[src/hdl/rre_pkg.sv]
/*
  rre_pkg: opcodes, phase encoding, flag positions and reset values for the
  return-and-rotate execution block.
  Assumes a 16-bit instruction word and four core phases per instruction cycle.
*/
package rre_pkg;

  localparam logic [15:0] RETI_PATTERN  = 16'h0010;  // low bit is fast-restore
  localparam logic [15:0] RETI_MASK     = 16'hFFFE;
  localparam logic [15:0] RETS_PATTERN  = 16'h0012;  // low bit is fast-restore
  localparam logic [15:0] RETS_MASK     = 16'hFFFE;
  localparam logic [3:0]  RETK_NIBBLE   = 4'hC;
  localparam logic [5:0]  ROT_PREFIX    = 6'h0D;     // 0011 01

  localparam logic [1:0]  PH_DECODE     = 2'h0;
  localparam logic [1:0]  PH_READ       = 2'h1;
  localparam logic [1:0]  PH_PROCESS    = 2'h2;
  localparam logic [1:0]  PH_WRITE      = 2'h3;

  localparam int          FLG_C         = 0;
  localparam int          FLG_Z         = 2;
  localparam int          FLG_N         = 4;

  localparam logic [7:0]  ACC_RST       = 8'h00;
  localparam logic [7:0]  FLAGS_RST     = 8'h00;
  localparam logic [3:0]  BANK_RST      = 4'h0;
  localparam logic [20:0] PC_RST        = 21'h000000;
  localparam logic [7:0]  ROT_BYTE_RST  = 8'h00;

  typedef enum logic [2:0] {
    OP_NONE,
    OP_RETI,
    OP_RETK,
    OP_RETS,
    OP_ROT
  } rre_op_t;

endpackage : rre_pkg

[src/hdl/rre_wb_if.sv]
/*
  rre_wb_if: carries the rotate result from the core of the block to the
  writeback stage module.
  Assumes one clock domain shared by both ends.
*/
`timescale 1ns/1ns
`default_nettype none
interface rre_wb_if;
  logic       wr_en;
  logic       to_acc;
  logic       banked;
  logic [7:0] addr;
  logic [7:0] data;
  modport src (output wr_en, output to_acc, output banked, output addr, output data);
  modport dst (input wr_en, input to_acc, input banked, input addr, input data);
endinterface : rre_wb_if
`default_nettype wire

[src/hdl/rre_exec.sv]
/*
  rre_exec: executes return-from-interrupt, return-with-constant,
  return-from-subroutine and rotate-left-through-carry.
  Assumes the sequencer gives a phase count and a valid instruction word held
  from decode through write; the stack hardware pops on STACK_POP.
*/
`timescale 1ns/1ns
`default_nettype none
// Overview of operation
// [RULE1] Return from interrupt is 0000 0000 0001 000s with s selecting shadow restore.
// [RULE2] Return from interrupt pops the stack and loads the top value into the program counter.
// [RULE3] Return from interrupt sets the high or low global interrupt enable and no other flag.
// [RULE4] With s set, both s-returns copy accumulator, flags and bank pointer shadows to live registers.
// [RULE5] With s clear, accumulator, flags and bank pointer stay untouched on either return.
// [RULE6] Return with constant loads its 8-bit low-byte constant from a 1100 opcode into the accumulator.
// [RULE7] Return with constant also pops the stack into the program counter and affects no flags.
// [RULE8] No return touches the upper and high fetch latches.
// [RULE9] Return from subroutine, prefix 0000 0000 0001, pops into the program counter, plus the shadow restore of [RULE4] when s is set.
// [RULE10] Rotate shifts the byte left, bit 7 to carry, old carry to bit 0, and updates C, N, Z.
// [RULE11] Rotate writes the accumulator when d is zero and the register when d is one.
// [RULE12] Rotate uses the access bank when a is zero, else the bank pointer.
// [RULE13] Returns take two cycles: pop in the write phase of the first, then an idle cycle.
// [RULE14] Subroutine and interrupt returns differ by low nibble 001s versus 000s.
module rre_exec (
  input  wire logic        CLK_SYS,
  input  wire logic        ARST_N,
  input  wire logic        CE,
  input  wire logic [1:0]  PHASE,
  input  wire logic        INSTR_VALID,
  input  wire logic [15:0] INSTR,
  input  wire logic [20:0] STACK_TOP,
  input  wire logic [7:0]  RF_RDATA,
  input  wire logic        IRQ_PRIORITY_EN,
  input  wire logic        IRQ_IS_HIGH,
  input  wire logic [7:0]  ACCUMULATOR_SHADOW,
  input  wire logic [7:0]  FLAGS_SHADOW,
  input  wire logic [3:0]  BANK_POINTER_SHADOW,
  output logic             STACK_POP,
  output logic             FLUSH,
  output logic [20:0]      PC,
  output logic [7:0]       ACCUMULATOR,
  output logic [7:0]       FLAGS,
  output logic [3:0]       BANK_POINTER,
  output logic             GLOBAL_IRQ_HI_ENABLE,
  output logic             GLOBAL_IRQ_LO_ENABLE,
  output logic [7:0]       RF_RADDR,
  output logic             RF_RBANKED,
  output logic             RF_WE,
  output logic [11:0]      RF_WADDR,
  output logic [7:0]       RF_WDATA
);
  import rre_pkg::*;

  // -----------------------------------------------------------
  // decode
  // -----------------------------------------------------------
  // the two returns are tested first: their patterns are exact, while
  // the constant return and the rotate only match on a prefix.
  // an unknown word decodes to nothing, so a stray fetch never pops
  // the stack or moves the program counter.
  function automatic rre_op_t decode(input logic [15:0] ins);
    if ((ins & RETI_MASK) == RETI_PATTERN) begin
      decode = OP_RETI;                                       // see [RULE1] see [RULE14]
    end else if ((ins & RETS_MASK) == RETS_PATTERN) begin
      decode = OP_RETS;                                       // see [RULE9] see [RULE14]
    end else if (ins[15:12] == RETK_NIBBLE && ins[11:8] == 4'h0) begin
      decode = OP_RETK;                                       // see [RULE6]
    end else if (ins[15:10] == ROT_PREFIX) begin
      decode = OP_ROT;                                        // see [RULE10]
    end else begin
      decode = OP_NONE;
    end
  endfunction : decode

  rre_op_t     op;
  logic        fast;
  logic        is_ret;
  logic        wr_ph;
  logic        idle_ff;
  logic [7:0]  rot_byte_ff;
  logic [7:0]  rot_res;
  logic        rot_c;

  // decode is recomputed every phase; the sequencer must hold the word
  // steady from decode through write or a half-executed mix results
  assign op     = INSTR_VALID ? decode(INSTR) : OP_NONE;
  assign fast   = INSTR[0];
  assign is_ret = (op == OP_RETI) || (op == OP_RETK) || (op == OP_RETS);
  // the second cycle of a return executes nothing; the fetched word is stale
  assign wr_ph  = CE && (PHASE == PH_WRITE) && !idle_ff;

  assign RF_RADDR   = INSTR[7:0];
  assign RF_RBANKED = INSTR[8];                               // see [RULE12]
  assign STACK_POP  = wr_ph && is_ret;                        // see [RULE2] see [RULE7] see [RULE13]
  assign FLUSH      = idle_ff;

  // -----------------------------------------------------------
  // two-cycle return sequencing
  // -----------------------------------------------------------
  always_ff @(posedge CLK_SYS or negedge ARST_N) begin
    if (!ARST_N) begin
      idle_ff <= 1'b0;
    end else if (CE && PHASE == PH_WRITE) begin
      idle_ff <= !idle_ff && is_ret;                          // see [RULE13]
    end
  end

  // -----------------------------------------------------------
  // program counter; fetch latches are not in this block at all
  // -----------------------------------------------------------
  always_ff @(posedge CLK_SYS or negedge ARST_N) begin
    if (!ARST_N) begin
      PC <= PC_RST;
    end else if (wr_ph && is_ret) begin
      PC <= STACK_TOP;                                        // see [RULE2] see [RULE7] see [RULE9] see [RULE8]
    end
  end

  // -----------------------------------------------------------
  // rotate datapath
  // -----------------------------------------------------------
  // the operand is captured in the read phase so that the register file
  // read port is free again for the rest of the cycle; the carry used is
  // the live one at the write phase, which no earlier phase can change
  always_ff @(posedge CLK_SYS or negedge ARST_N) begin
    if (!ARST_N) begin
      rot_byte_ff <= ROT_BYTE_RST;
    end else if (CE && PHASE == PH_READ && op == OP_ROT) begin
      rot_byte_ff <= RF_RDATA;
    end
  end

  assign rot_res = {rot_byte_ff[6:0], FLAGS[FLG_C]};          // see [RULE10]
  assign rot_c   = rot_byte_ff[7];

  // -----------------------------------------------------------
  // accumulator
  // -----------------------------------------------------------
  always_ff @(posedge CLK_SYS or negedge ARST_N) begin
    if (!ARST_N) begin
      ACCUMULATOR <= ACC_RST;
    end else if (wr_ph) begin
      if (op == OP_RETK) begin
        ACCUMULATOR <= INSTR[7:0];                            // see [RULE6]
      end else if ((op == OP_RETI || op == OP_RETS) && fast) begin
        ACCUMULATOR <= ACCUMULATOR_SHADOW;                    // see [RULE4] see [RULE5]
      end else if (op == OP_ROT && !INSTR[9]) begin
        ACCUMULATOR <= rot_res;                               // see [RULE11]
      end
    end
  end

  // -----------------------------------------------------------
  // flags and bank pointer
  // -----------------------------------------------------------
  always_ff @(posedge CLK_SYS or negedge ARST_N) begin
    if (!ARST_N) begin
      FLAGS <= FLAGS_RST;
    end else if (wr_ph) begin
      if ((op == OP_RETI || op == OP_RETS) && fast) begin
        FLAGS <= FLAGS_SHADOW;                                // see [RULE4] see [RULE5]
      end else if (op == OP_ROT) begin
        FLAGS[FLG_C] <= rot_c;                                // see [RULE10]
        FLAGS[FLG_N] <= rot_res[7];
        FLAGS[FLG_Z] <= (rot_res == 8'h00);
      end
    end
  end

  always_ff @(posedge CLK_SYS or negedge ARST_N) begin
    if (!ARST_N) begin
      BANK_POINTER <= BANK_RST;
    end else if (wr_ph && (op == OP_RETI || op == OP_RETS) && fast) begin
      BANK_POINTER <= BANK_POINTER_SHADOW;                    // see [RULE4] see [RULE5]
    end
  end

  // -----------------------------------------------------------
  // interrupt enables; without priority only the master bit is used
  // -----------------------------------------------------------
  // both bits are set only, never cleared here: clearing belongs to the
  // interrupt entry logic outside this block
  always_ff @(posedge CLK_SYS or negedge ARST_N) begin
    if (!ARST_N) begin
      GLOBAL_IRQ_HI_ENABLE <= 1'b0;
      GLOBAL_IRQ_LO_ENABLE <= 1'b0;
    end else if (wr_ph && op == OP_RETI) begin
      if (!IRQ_PRIORITY_EN || IRQ_IS_HIGH) begin
        GLOBAL_IRQ_HI_ENABLE <= 1'b1;                         // see [RULE3]
      end else begin
        GLOBAL_IRQ_LO_ENABLE <= 1'b1;                         // see [RULE3]
      end
    end
  end

  // -----------------------------------------------------------
  // register file writeback
  // -----------------------------------------------------------
  // the write leaves one cycle after the commit edge; a read of the same
  // register in the very next decode phase must be bypassed outside
  rre_wb_if wb_if ();

  assign wb_if.wr_en  = wr_ph && (op == OP_ROT);
  assign wb_if.to_acc = !INSTR[9];                            // see [RULE11]
  assign wb_if.banked = INSTR[8];
  assign wb_if.addr   = INSTR[7:0];
  assign wb_if.data   = rot_res;

  rre_wb u_wb (
    .clk     (CLK_SYS),
    .arst_n  (ARST_N),
    .ce      (CE),
    .bank    (BANK_POINTER),
    .wb      (wb_if.dst),
    .rf_we   (RF_WE),
    .rf_addr (RF_WADDR),
    .rf_data (RF_WDATA)
  );
endmodule : rre_exec
`default_nettype wire

[src/hdl/rre_wb.sv]
/*
  rre_wb: registered writeback port for the rotate result into the register
  file, forming the full 12-bit address from bank pointer or access bank.
  Assumes the register file accepts one write per strobe.
*/
`timescale 1ns/1ns
`default_nettype none
module rre_wb (
  input  wire logic        clk,
  input  wire logic        arst_n,
  input  wire logic        ce,
  input  wire logic [3:0]  bank,
  rre_wb_if.dst            wb,
  output logic             rf_we,
  output logic [11:0]      rf_addr,
  output logic [7:0]       rf_data
);
  import rre_pkg::*;

  // -----------------------------------------------------------
  // access bank: low half in bank 0, high half in bank 15
  // -----------------------------------------------------------
  function automatic logic [11:0] full_addr(input logic banked, input logic [3:0] b, input logic [7:0] a);
    if (banked) begin
      full_addr = {b, a};
    end else begin
      full_addr = a[7] ? {4'hF, a} : {4'h0, a};
    end
  endfunction : full_addr

  always_ff @(posedge clk or negedge arst_n) begin
    if (!arst_n) begin
      rf_we   <= 1'b0;
      rf_addr <= 12'h000;
      rf_data <= 8'h00;
    end else if (ce) begin
      rf_we   <= wb.wr_en & ~wb.to_acc;
      rf_addr <= full_addr(wb.banked, bank, wb.addr);  // see [RULE12]
      rf_data <= wb.data;
    end
  end
endmodule : rre_wb
`default_nettype wire

[config.mk]
export PLATFORM = sky130hd
export DESIGN_NAME = rre_exec
export DESIGN_NICKNAME = d
export VERILOG_FILES = /design/src/hdl/rre_pkg.sv /design/src/hdl/rre_wb_if.sv /design/src/hdl/rre_exec.sv /design/src/hdl/rre_wb.sv
export SDC_FILE = /design/constraint.sdc
export NUM_CORES = 1
export LEC_CHECK = 0
export ABC_CLOCK_PERIOD_IN_PS = 2700
export BUFFER_PORTS_ARGS = -buffer_cell sky130_fd_sc_hd__buf_2
export CAP_MARGIN = 20
export CORE_AREA = 2 2 87 89
export CTS_CLUSTER_SIZE = 14
export DETAILED_ROUTE_END_ITERATION = 10
export DIE_AREA = 0 0 89 91
export PLACE_DENSITY = 0.78
export SYNTH_ARGS = -nofsm -noshare
export SYNTH_HDL_FRONTEND = slang
export SYNTH_SLANG_ARGS = --single-unit
[constraint.sdc]
create_clock -name CLK_SYS -period 2.7 [get_ports CLK_SYS]
set_clock_uncertainty 0.2 [all_clocks]
set_input_delay 0.135 -clock CLK_SYS [delete_from_list [all_inputs] [get_ports CLK_SYS]]
set_output_delay 0.135 -clock CLK_SYS [all_outputs]
set_load 0.05 [all_outputs]
# After elaboration in Yosys (flattened, before gate mapping)
# Index checks and enable logic that the tools add are counted.
[word_totals] ff_bits=73 latch_bits=0 mem_bits_rw=0 rom_bits=0 inputBits=73 wordCells=69 n_memories=0
[op_classes] addsub=0 n_mul=0 div_mod_pow=0 n_lt_le_gt_ge=0 n_eq_ne=10 n_shift=0 n_mux=16 n_bitwise=2 n_reduce_logical=29
[ops] cell="15-bit by 4-bit == test with 1-bit output, second input constant" count=2
[ops] cell="12-bit 2-to-1 mux" count=2
[ops] cell="8-bit 2-to-1 mux" count=3
[ops] cell="3-bit 2-to-1 mux" count=5
[ops] cell="1-bit logical AND" count=13
[ops] cell="2-bit AND reduction" count=5
[ops] cell="8-bit zero test" count=1
[ops] cell="3-bit by 2-bit == test with 1-bit output, second input constant" count=2
[ops] cell="6-bit by 4-bit == test with 1-bit output, second input constant" count=1
[ops] cell="1-bit 2-to-1 mux" count=6
[ops] cell="4-bit == test, second input constant" count=1
[ops] cell="4-bit zero test" count=1
[ops] cell="1-bit logical OR" count=4
[ops] cell="3-bit by 1-bit == test with 1-bit output, second input constant" count=1
[ops] cell="3-bit == test, second input constant" count=1
[ops] cell="1-bit zero test" count=3
[ops] cell="3-bit nonzero test" count=1
[ops] cell="2-bit by 1-bit == test with 1-bit output, second input constant" count=1
[ops] cell="2-bit == test, second input constant" count=1
[ops] cell="2-bit nonzero test" count=1
[ops] cell="1-bit bitwise AND" count=1
[ops] cell="1-bit NOT" count=1

# Depth between registers and ports, before layout
[depth] word_depth=11 ltp_mapped=6

# By module
# A second synthesis with hierarchy kept.
[hier_totals] hier_cells=259 area_unflattened_um2=3422.0
[modules_own_cells] mod="rre_exec" n_inst=1 cells_per_inst=203 area_each_um2=2543.7 seq_area_each_um2=1301.2
[modules_own_cells] mod="rre_wb" n_inst=1 cells_per_inst=56 area_each_um2=878.3 seq_area_each_um2=525.5

# Worst setup path after synthesis
# OpenSTA, ideal clock, no wires.
[synth_path] kind="reg-to-reg" start="register idle_ff (netlist: FLUSH)" end="register ACCUMULATOR[0]" arrival_ns=1.895 setup_slack_ns=0.482 path_stages_with_launch=5 n_path_buf=0 period_less_slack_ns=2.218 path_cell_list="dfrtp_1 -> nand4b_1 -> nor4_1 -> a221oi_1 -> o221a_2"
[synth_via] elab_chain_cells=3
[synth_rtl] element="start, declared" line="rre_exec.sv:79" rtl="logic idle_ff;"
[synth_rtl] element="start signal, assigned" line="rre_exec.sv:104" rtl="idle_ff <= !idle_ff && is_ret;"
[synth_rtl] element="1-bit zero test" line="rre_exec.sv:90" rtl="assign wr_ph = CE && (PHASE == PH_WRITE) && !idle_ff;"
[synth_rtl] element="1-bit logical AND" line="rre_exec.sv:90"
[synth_rtl] element="2-bit AND reduction (no source line)"
[synth_rtl] element="end signal, assigned" line="rre_exec.sv:144" rtl="ACCUMULATOR <= INSTR[7:0];"
[synth_rtl] element="end signal, assigned" line="rre_exec.sv:148" rtl="ACCUMULATOR <= rot_res;"
[synth_rtl] element="end, declared" line="rre_exec.sv:41" rtl="output logic [7:0] ACCUMULATOR,"
# Every way passes these cells.
# A chain may end at the register's enable or synchronous reset.

# Final worst setup path
[layout_path] start="input INSTR[7]" end="register FLAGS[6]"
[layout_via] elab_chain_cells=8 elab_cells_between_ends=10
[layout_rtl] element="start, declared" line="rre_exec.sv:30" rtl="input wire logic [15:0] INSTR,"
[layout_rtl] element="15-bit by 4-bit == test with 1-bit output" line="rre_exec.sv:64" rtl="end else if ((ins & RETS_MASK) == RETS_PATTERN) begin"
[layout_rtl] element="3-bit 2-to-1 mux" line="rre_exec.sv:64"
[layout_rtl] element="3-bit 2-to-1 mux (*)" line="rre_exec.sv:62" rtl="if ((ins & RETI_MASK) == RETI_PATTERN) begin"
[layout_rtl] element="3-bit 2-to-1 mux (*)" line="rre_exec.sv:86" rtl="assign op = INSTR_VALID ? decode(INSTR) : OP_NONE;"
[layout_rtl] element="3-bit by 1-bit == test with 1-bit output / 3-bit by 2-bit == test with 1-bit output (equally long branches)" line="rre_exec.sv:160" rtl="if ((op == OP_RETI || op == OP_RETS) && fast) begin"
[layout_rtl] element="1-bit logical OR (*)" line="rre_exec.sv:160"
[layout_rtl] element="1-bit logical AND (*)" line="rre_exec.sv:160"
[layout_rtl] element="2-bit AND reduction (no source line) (*)"
[layout_rtl] element="end signal, assigned by index" line="rre_exec.sv:163" rtl="FLAGS[FLG_C] <= rot_c;"
[layout_rtl] element="end signal, assigned by index" line="rre_exec.sv:164" rtl="FLAGS[FLG_N] <= rot_res[7];"
[layout_rtl] element="end signal, assigned by index" line="rre_exec.sv:165" rtl="FLAGS[FLG_Z] <= (rot_res == 8'h00);"
[layout_rtl] element="end, declared" line="rre_exec.sv:42" rtl="output logic [7:0] FLAGS,"
# Every way passes the cells marked *; elsewhere a longest branch is shown, timed or not.

==> results.toml <==
[cells_and_area]
drive_gt1_share_pct = 50.99
area_growth_from_synthesis_to_layout_pct = 50.10
nNetsFinal = 524
postLayoutCoreUtil_pct = 68.71
antenna_cells_inserted = 0
number_of_standard_cells_in_the_layout_taps_in_and_fillers_out = 554

[pwr]
internal_power_uw = 1886
switching_power_uw = 642.1
share_seq_of_total_power_pct = 45.1
switching_share_of_total_power_pct = 25.40
cellLeakagePower_uw = 0.002543
comb_power_share_pct = 15.6
clockPowerShare_pct = 39.3
pwr_density_cell_nw_per_um2 = 515.6
ir_worst_vdd_mv = 0.3793

[global_routing]
grt_max_degree = 74
grt_first_pass_wirelength_um = 14340
vias_in_the_first_global_route = 2924
congestion_overflow_gr = 0
number_of_antenna_violations_at_the_first_check_in_global_routing = 0
grt_use_total_pct = 23.02

[die]
floorplan.die.width_um = 89
floorplan.die.height_um = 91
fp.dieArea_um2 = 8099
number_of_cell_rows = 31
floorplan.initialDensity_pct = 45.77
num_io_pins = 148
core_region_area_um2 = 7137

[place]
dp_hpwl_um = 6105
post-place-cells = 474
portBuffers = 147
place_congestion = 0.8298

[setup_path]
critical_path.max_fanout = 17
ff2ff_path_depth = 3
timing.critical_path.arrival_ns = 2.58
crit_path_end_kind = "register"
worst-endpoint-required_ns = 2.72
sequence_of_cells_on_the_critical_path = "dlygate4sd3_1 > buf_2 > nor4_2 > nand4_2 > or3_1 > mux2_4"
first_element_of_the_critical_path = "INSTR[7]"
cpMaxStageDelayCell = "sky130_fd_sc_hd__or3_1"
worst_path_dominant_cell_family = "simple AND/OR/NAND/NOR gates"
critical_path_type = "in2reg"
worstPathBufferInverterCount = 2
crit_path_max_incr_delay_ns = 0.69
regToRegStartpoint = "FLUSH$_DFFE_PN0P_"
setup.worst_path.start_class = "primary input"
crit_cells = 6

[yosys]
post-synth-top-area-fraction_pct = 55.92
ys.warnings.count = 0
synth.ff_latch_count = 73
nets_in_the_synthesized_netlist = 319
yosysTopAreaCell = "sky130_fd_sc_hd__dfrtp_1"
yosysMostFrequentCell = "sky130_fd_sc_hd__dfrtp_1"
top_reg_cell_synth = "sky130_fd_sc_hd__dfrtp_1"
synth.cell_area_um2 = 3267
synth_cells = 246
synth_edf_count = 0
postSynthAreaPerCell_um2 = 13.28
synth.distinct_cells = 44
async_reset_ff_share_pct = 100.0
sequential_area_share_after_synthesis_pct = 55.92
synthTopCellsByArea = "sky130_fd_sc_hd__dfrtp_1 (56%), sky130_fd_sc_hd__mux2_2 (18%), sky130_fd_sc_hd__buf_4 (2.1%), sky130_fd_sc_hd__o221a_2 (2.1%), sky130_fd_sc_hd__a221oi_1 (1.9%)"
synth_common_cells = "sky130_fd_sc_hd__dfrtp_1 (73), sky130_fd_sc_hd__mux2_2 (51), sky130_fd_sc_hd__nor2_1 (14)"

[clocking]
cts.sinks = 73
clock_tree.root_cell = "sky130_fd_sc_hd__clkbuf_8"
clock_tree_from_tritoncts = "done"
clock_insertion_delay_worst_skew_ns = 0.34
htreeDepth = 3
max-clock-path-buffers = 2
cts_inserted_buffers = 9
worst_setup_hold_path_clk_slew_ns = 0.08

[timing]
finalSetupViolations = 0
maxSlewHeadroom_pct = 40.30
final_hold_viol_count = 0
worst-slew-pin-transition_ns = 0.8955
slew_violations = 0
grt_setup_unrepaired = "no"
tns_ns = 0
max_freq_mhz = 391.0
final_period_minus_worst_setup_slack_ns = 2.558
ratio_of_final_minimum_period_to_clock_period_pct = 94.73

[detailed_routing]
drc = 0
routed_via_density = 5.114
avgRoutedWirePerCell_um = 16.27
num_vias = 2833
detailedRoute.firstPassIterationCount = 4
drt-initial-drc-count = 119
routed_wirelength_um = 9016
final_antenna_net_count = 0

[hold_path]
worst_hold_path.num_cells = 3
holdCritPathClass = "in2reg"
start_point_of_the_worst_min_delay_path = "PHASE[1]"

[status]
status = "complete, no violations"

[flow_run]
timing.max_cap.violations = 0
==> layer usage <==
| layer | routed length [um] | global-route usage, % | up-vias |
|---|---|---|---|
| met4 | 252 | 11.32 | 0 |
| met2 | 4504 | 38.37 | 122 |
| met3 | 589 | 4.818 | 24 |
| met5 | 0 | 0 | - |
| li1 | - | - | 1324 |
| met1 | 3669 | 27.80 | 1363 |
==> through the flow <==
| step | worst slack [ns] | total power (uW) | hold slack, ns | instance area [um^2] |
|---|---|---|---|---|
| 2_1_floorplan | 0.4823 | 1355 | -0.3606 | 3267 |
| 3_3_place_gp | 0.4361 | 1479 | 0.1218 | 4015 |
| 3_5_place_dp | 0.3811 | 1486 | 0.1262 | 4015 |
| 4_1_cts | 0.07127 | 2552 | 0.06559 | 4897 |
| 5_1_grt | 0.06067 | 2621 | 0.07567 | 4903 |
| 6_report | 0.1423 | 2528 | 0.07294 | 4903 |
==> worst paths after layout <==
path	slack, ns	endpoint
worst max-delay path	0.14	FLAGS[6]$_DFFE_PN0P_
worst min-delay path	0.07	rot_byte_ff[7]$_DFFE_PN0P_
worst max register to register	0.53	FLAGS[6]$_DFFE_PN0P_
worst min register to register	0.26	GLOBAL_IRQ_HI_ENABLE$_DFFE_PN0P_
max in group asynchronous	1.46	u_wb.rf_addr[11]$_DFFE_PN0P_
min in group asynchronous	0.26	u_wb.rf_data[7]$_DFFE_PN0P_
==> power by group through the flow <==
stage          Clock [uW]  Sequential [uW]  Combinational, uW
3_5_place_dp            0             1160                324
4_1_cts              1020             1140                396
3_3_place_gp            0             1160                320
5_1_grt              1050             1140                422
2_1_floorplan           0             1250                102
6_report              993             1140                395
==> cells in the final DEF (no fill, tap or decap), types with 3 or more instances in the layout <==
cell | netlist | layout
sky130_fd_sc_hd__buf_2 | 4 | 145
sky130_fd_sc_hd__dfrtp_1 | 73 | 73
sky130_fd_sc_hd__dlygate4sd3_1 | 0 | 65
sky130_fd_sc_hd__mux2_2 | 51 | 51
sky130_fd_sc_hd__nor2_1 | 14 | 14
sky130_fd_sc_hd__inv_1 | 9 | 9
sky130_fd_sc_hd__nor4_1 | 9 | 9
sky130_fd_sc_hd__clkbuf_8 | 0 | 9
sky130_fd_sc_hd__a21oi_1 | 8 | 8
sky130_fd_sc_hd__a221oi_1 | 7 | 7
sky130_fd_sc_hd__o221a_2 | 6 | 6
sky130_fd_sc_hd__buf_4 | 9 | 4
sky130_fd_sc_hd__or3_1 | 3 | 3
sky130_fd_sc_hd__or4_1 | 3 | 3
sky130_fd_sc_hd__o32ai_1 | 3 | 3
sky130_fd_sc_hd__a2bb2oi_1 | 3 | 3
sky130_fd_sc_hd__bufinv_16 | 0 | 3
==> state kept, by name, indices dropped and copies added, names as in the netlist, 4 cells and up <==
register	count
ACCUMULATOR	8
BANK_POINTER	4
FLAGS	8
PC	21
rot_byte_ff	8
u_wb.rf_addr	12
u_wb.rf_data	8
==> cell type report <==
type	count	area [um^2]
inverter	9	33.78
multi-input combinational	142	1262
clock inverter	6	107.6
tap	99	123.9
timing repair buffer	216	1425
clock buffer	9	123.9
fill	550	2233
sequential	73	1827
==> worst register-to-register path, stage by stage (launching register included) <==
cell and delay, ns:
sky130_fd_sc_hd__dfrtp_1 0.40, sky130_fd_sc_hd__nand4b_1 0.27, sky130_fd_sc_hd__or3_1 0.76, sky130_fd_sc_hd__mux2_4 0.42
==> cell families after synthesis <==
family	count (synthesis)	share of synthesized area, %
buffers and inverters	31	5.438
DFF	73	55.92
AOI/OAI and AO/OA	37	9.575
and+or+nand+nor	51	10.23
muxes	54	18.84
==> what timing repair did <==
| action | in CTS | in global routing |
|---|---|---|
| hold buffers | 65 | 0 |
| setup buffers | 0 | 0 |
| hold endpoints to repair | 136 | 0 |
| endpoints found under the setup margin | 0 | 1 |
| resized for setup | 0 | 2 |
(Power assumes the default switching activity.)
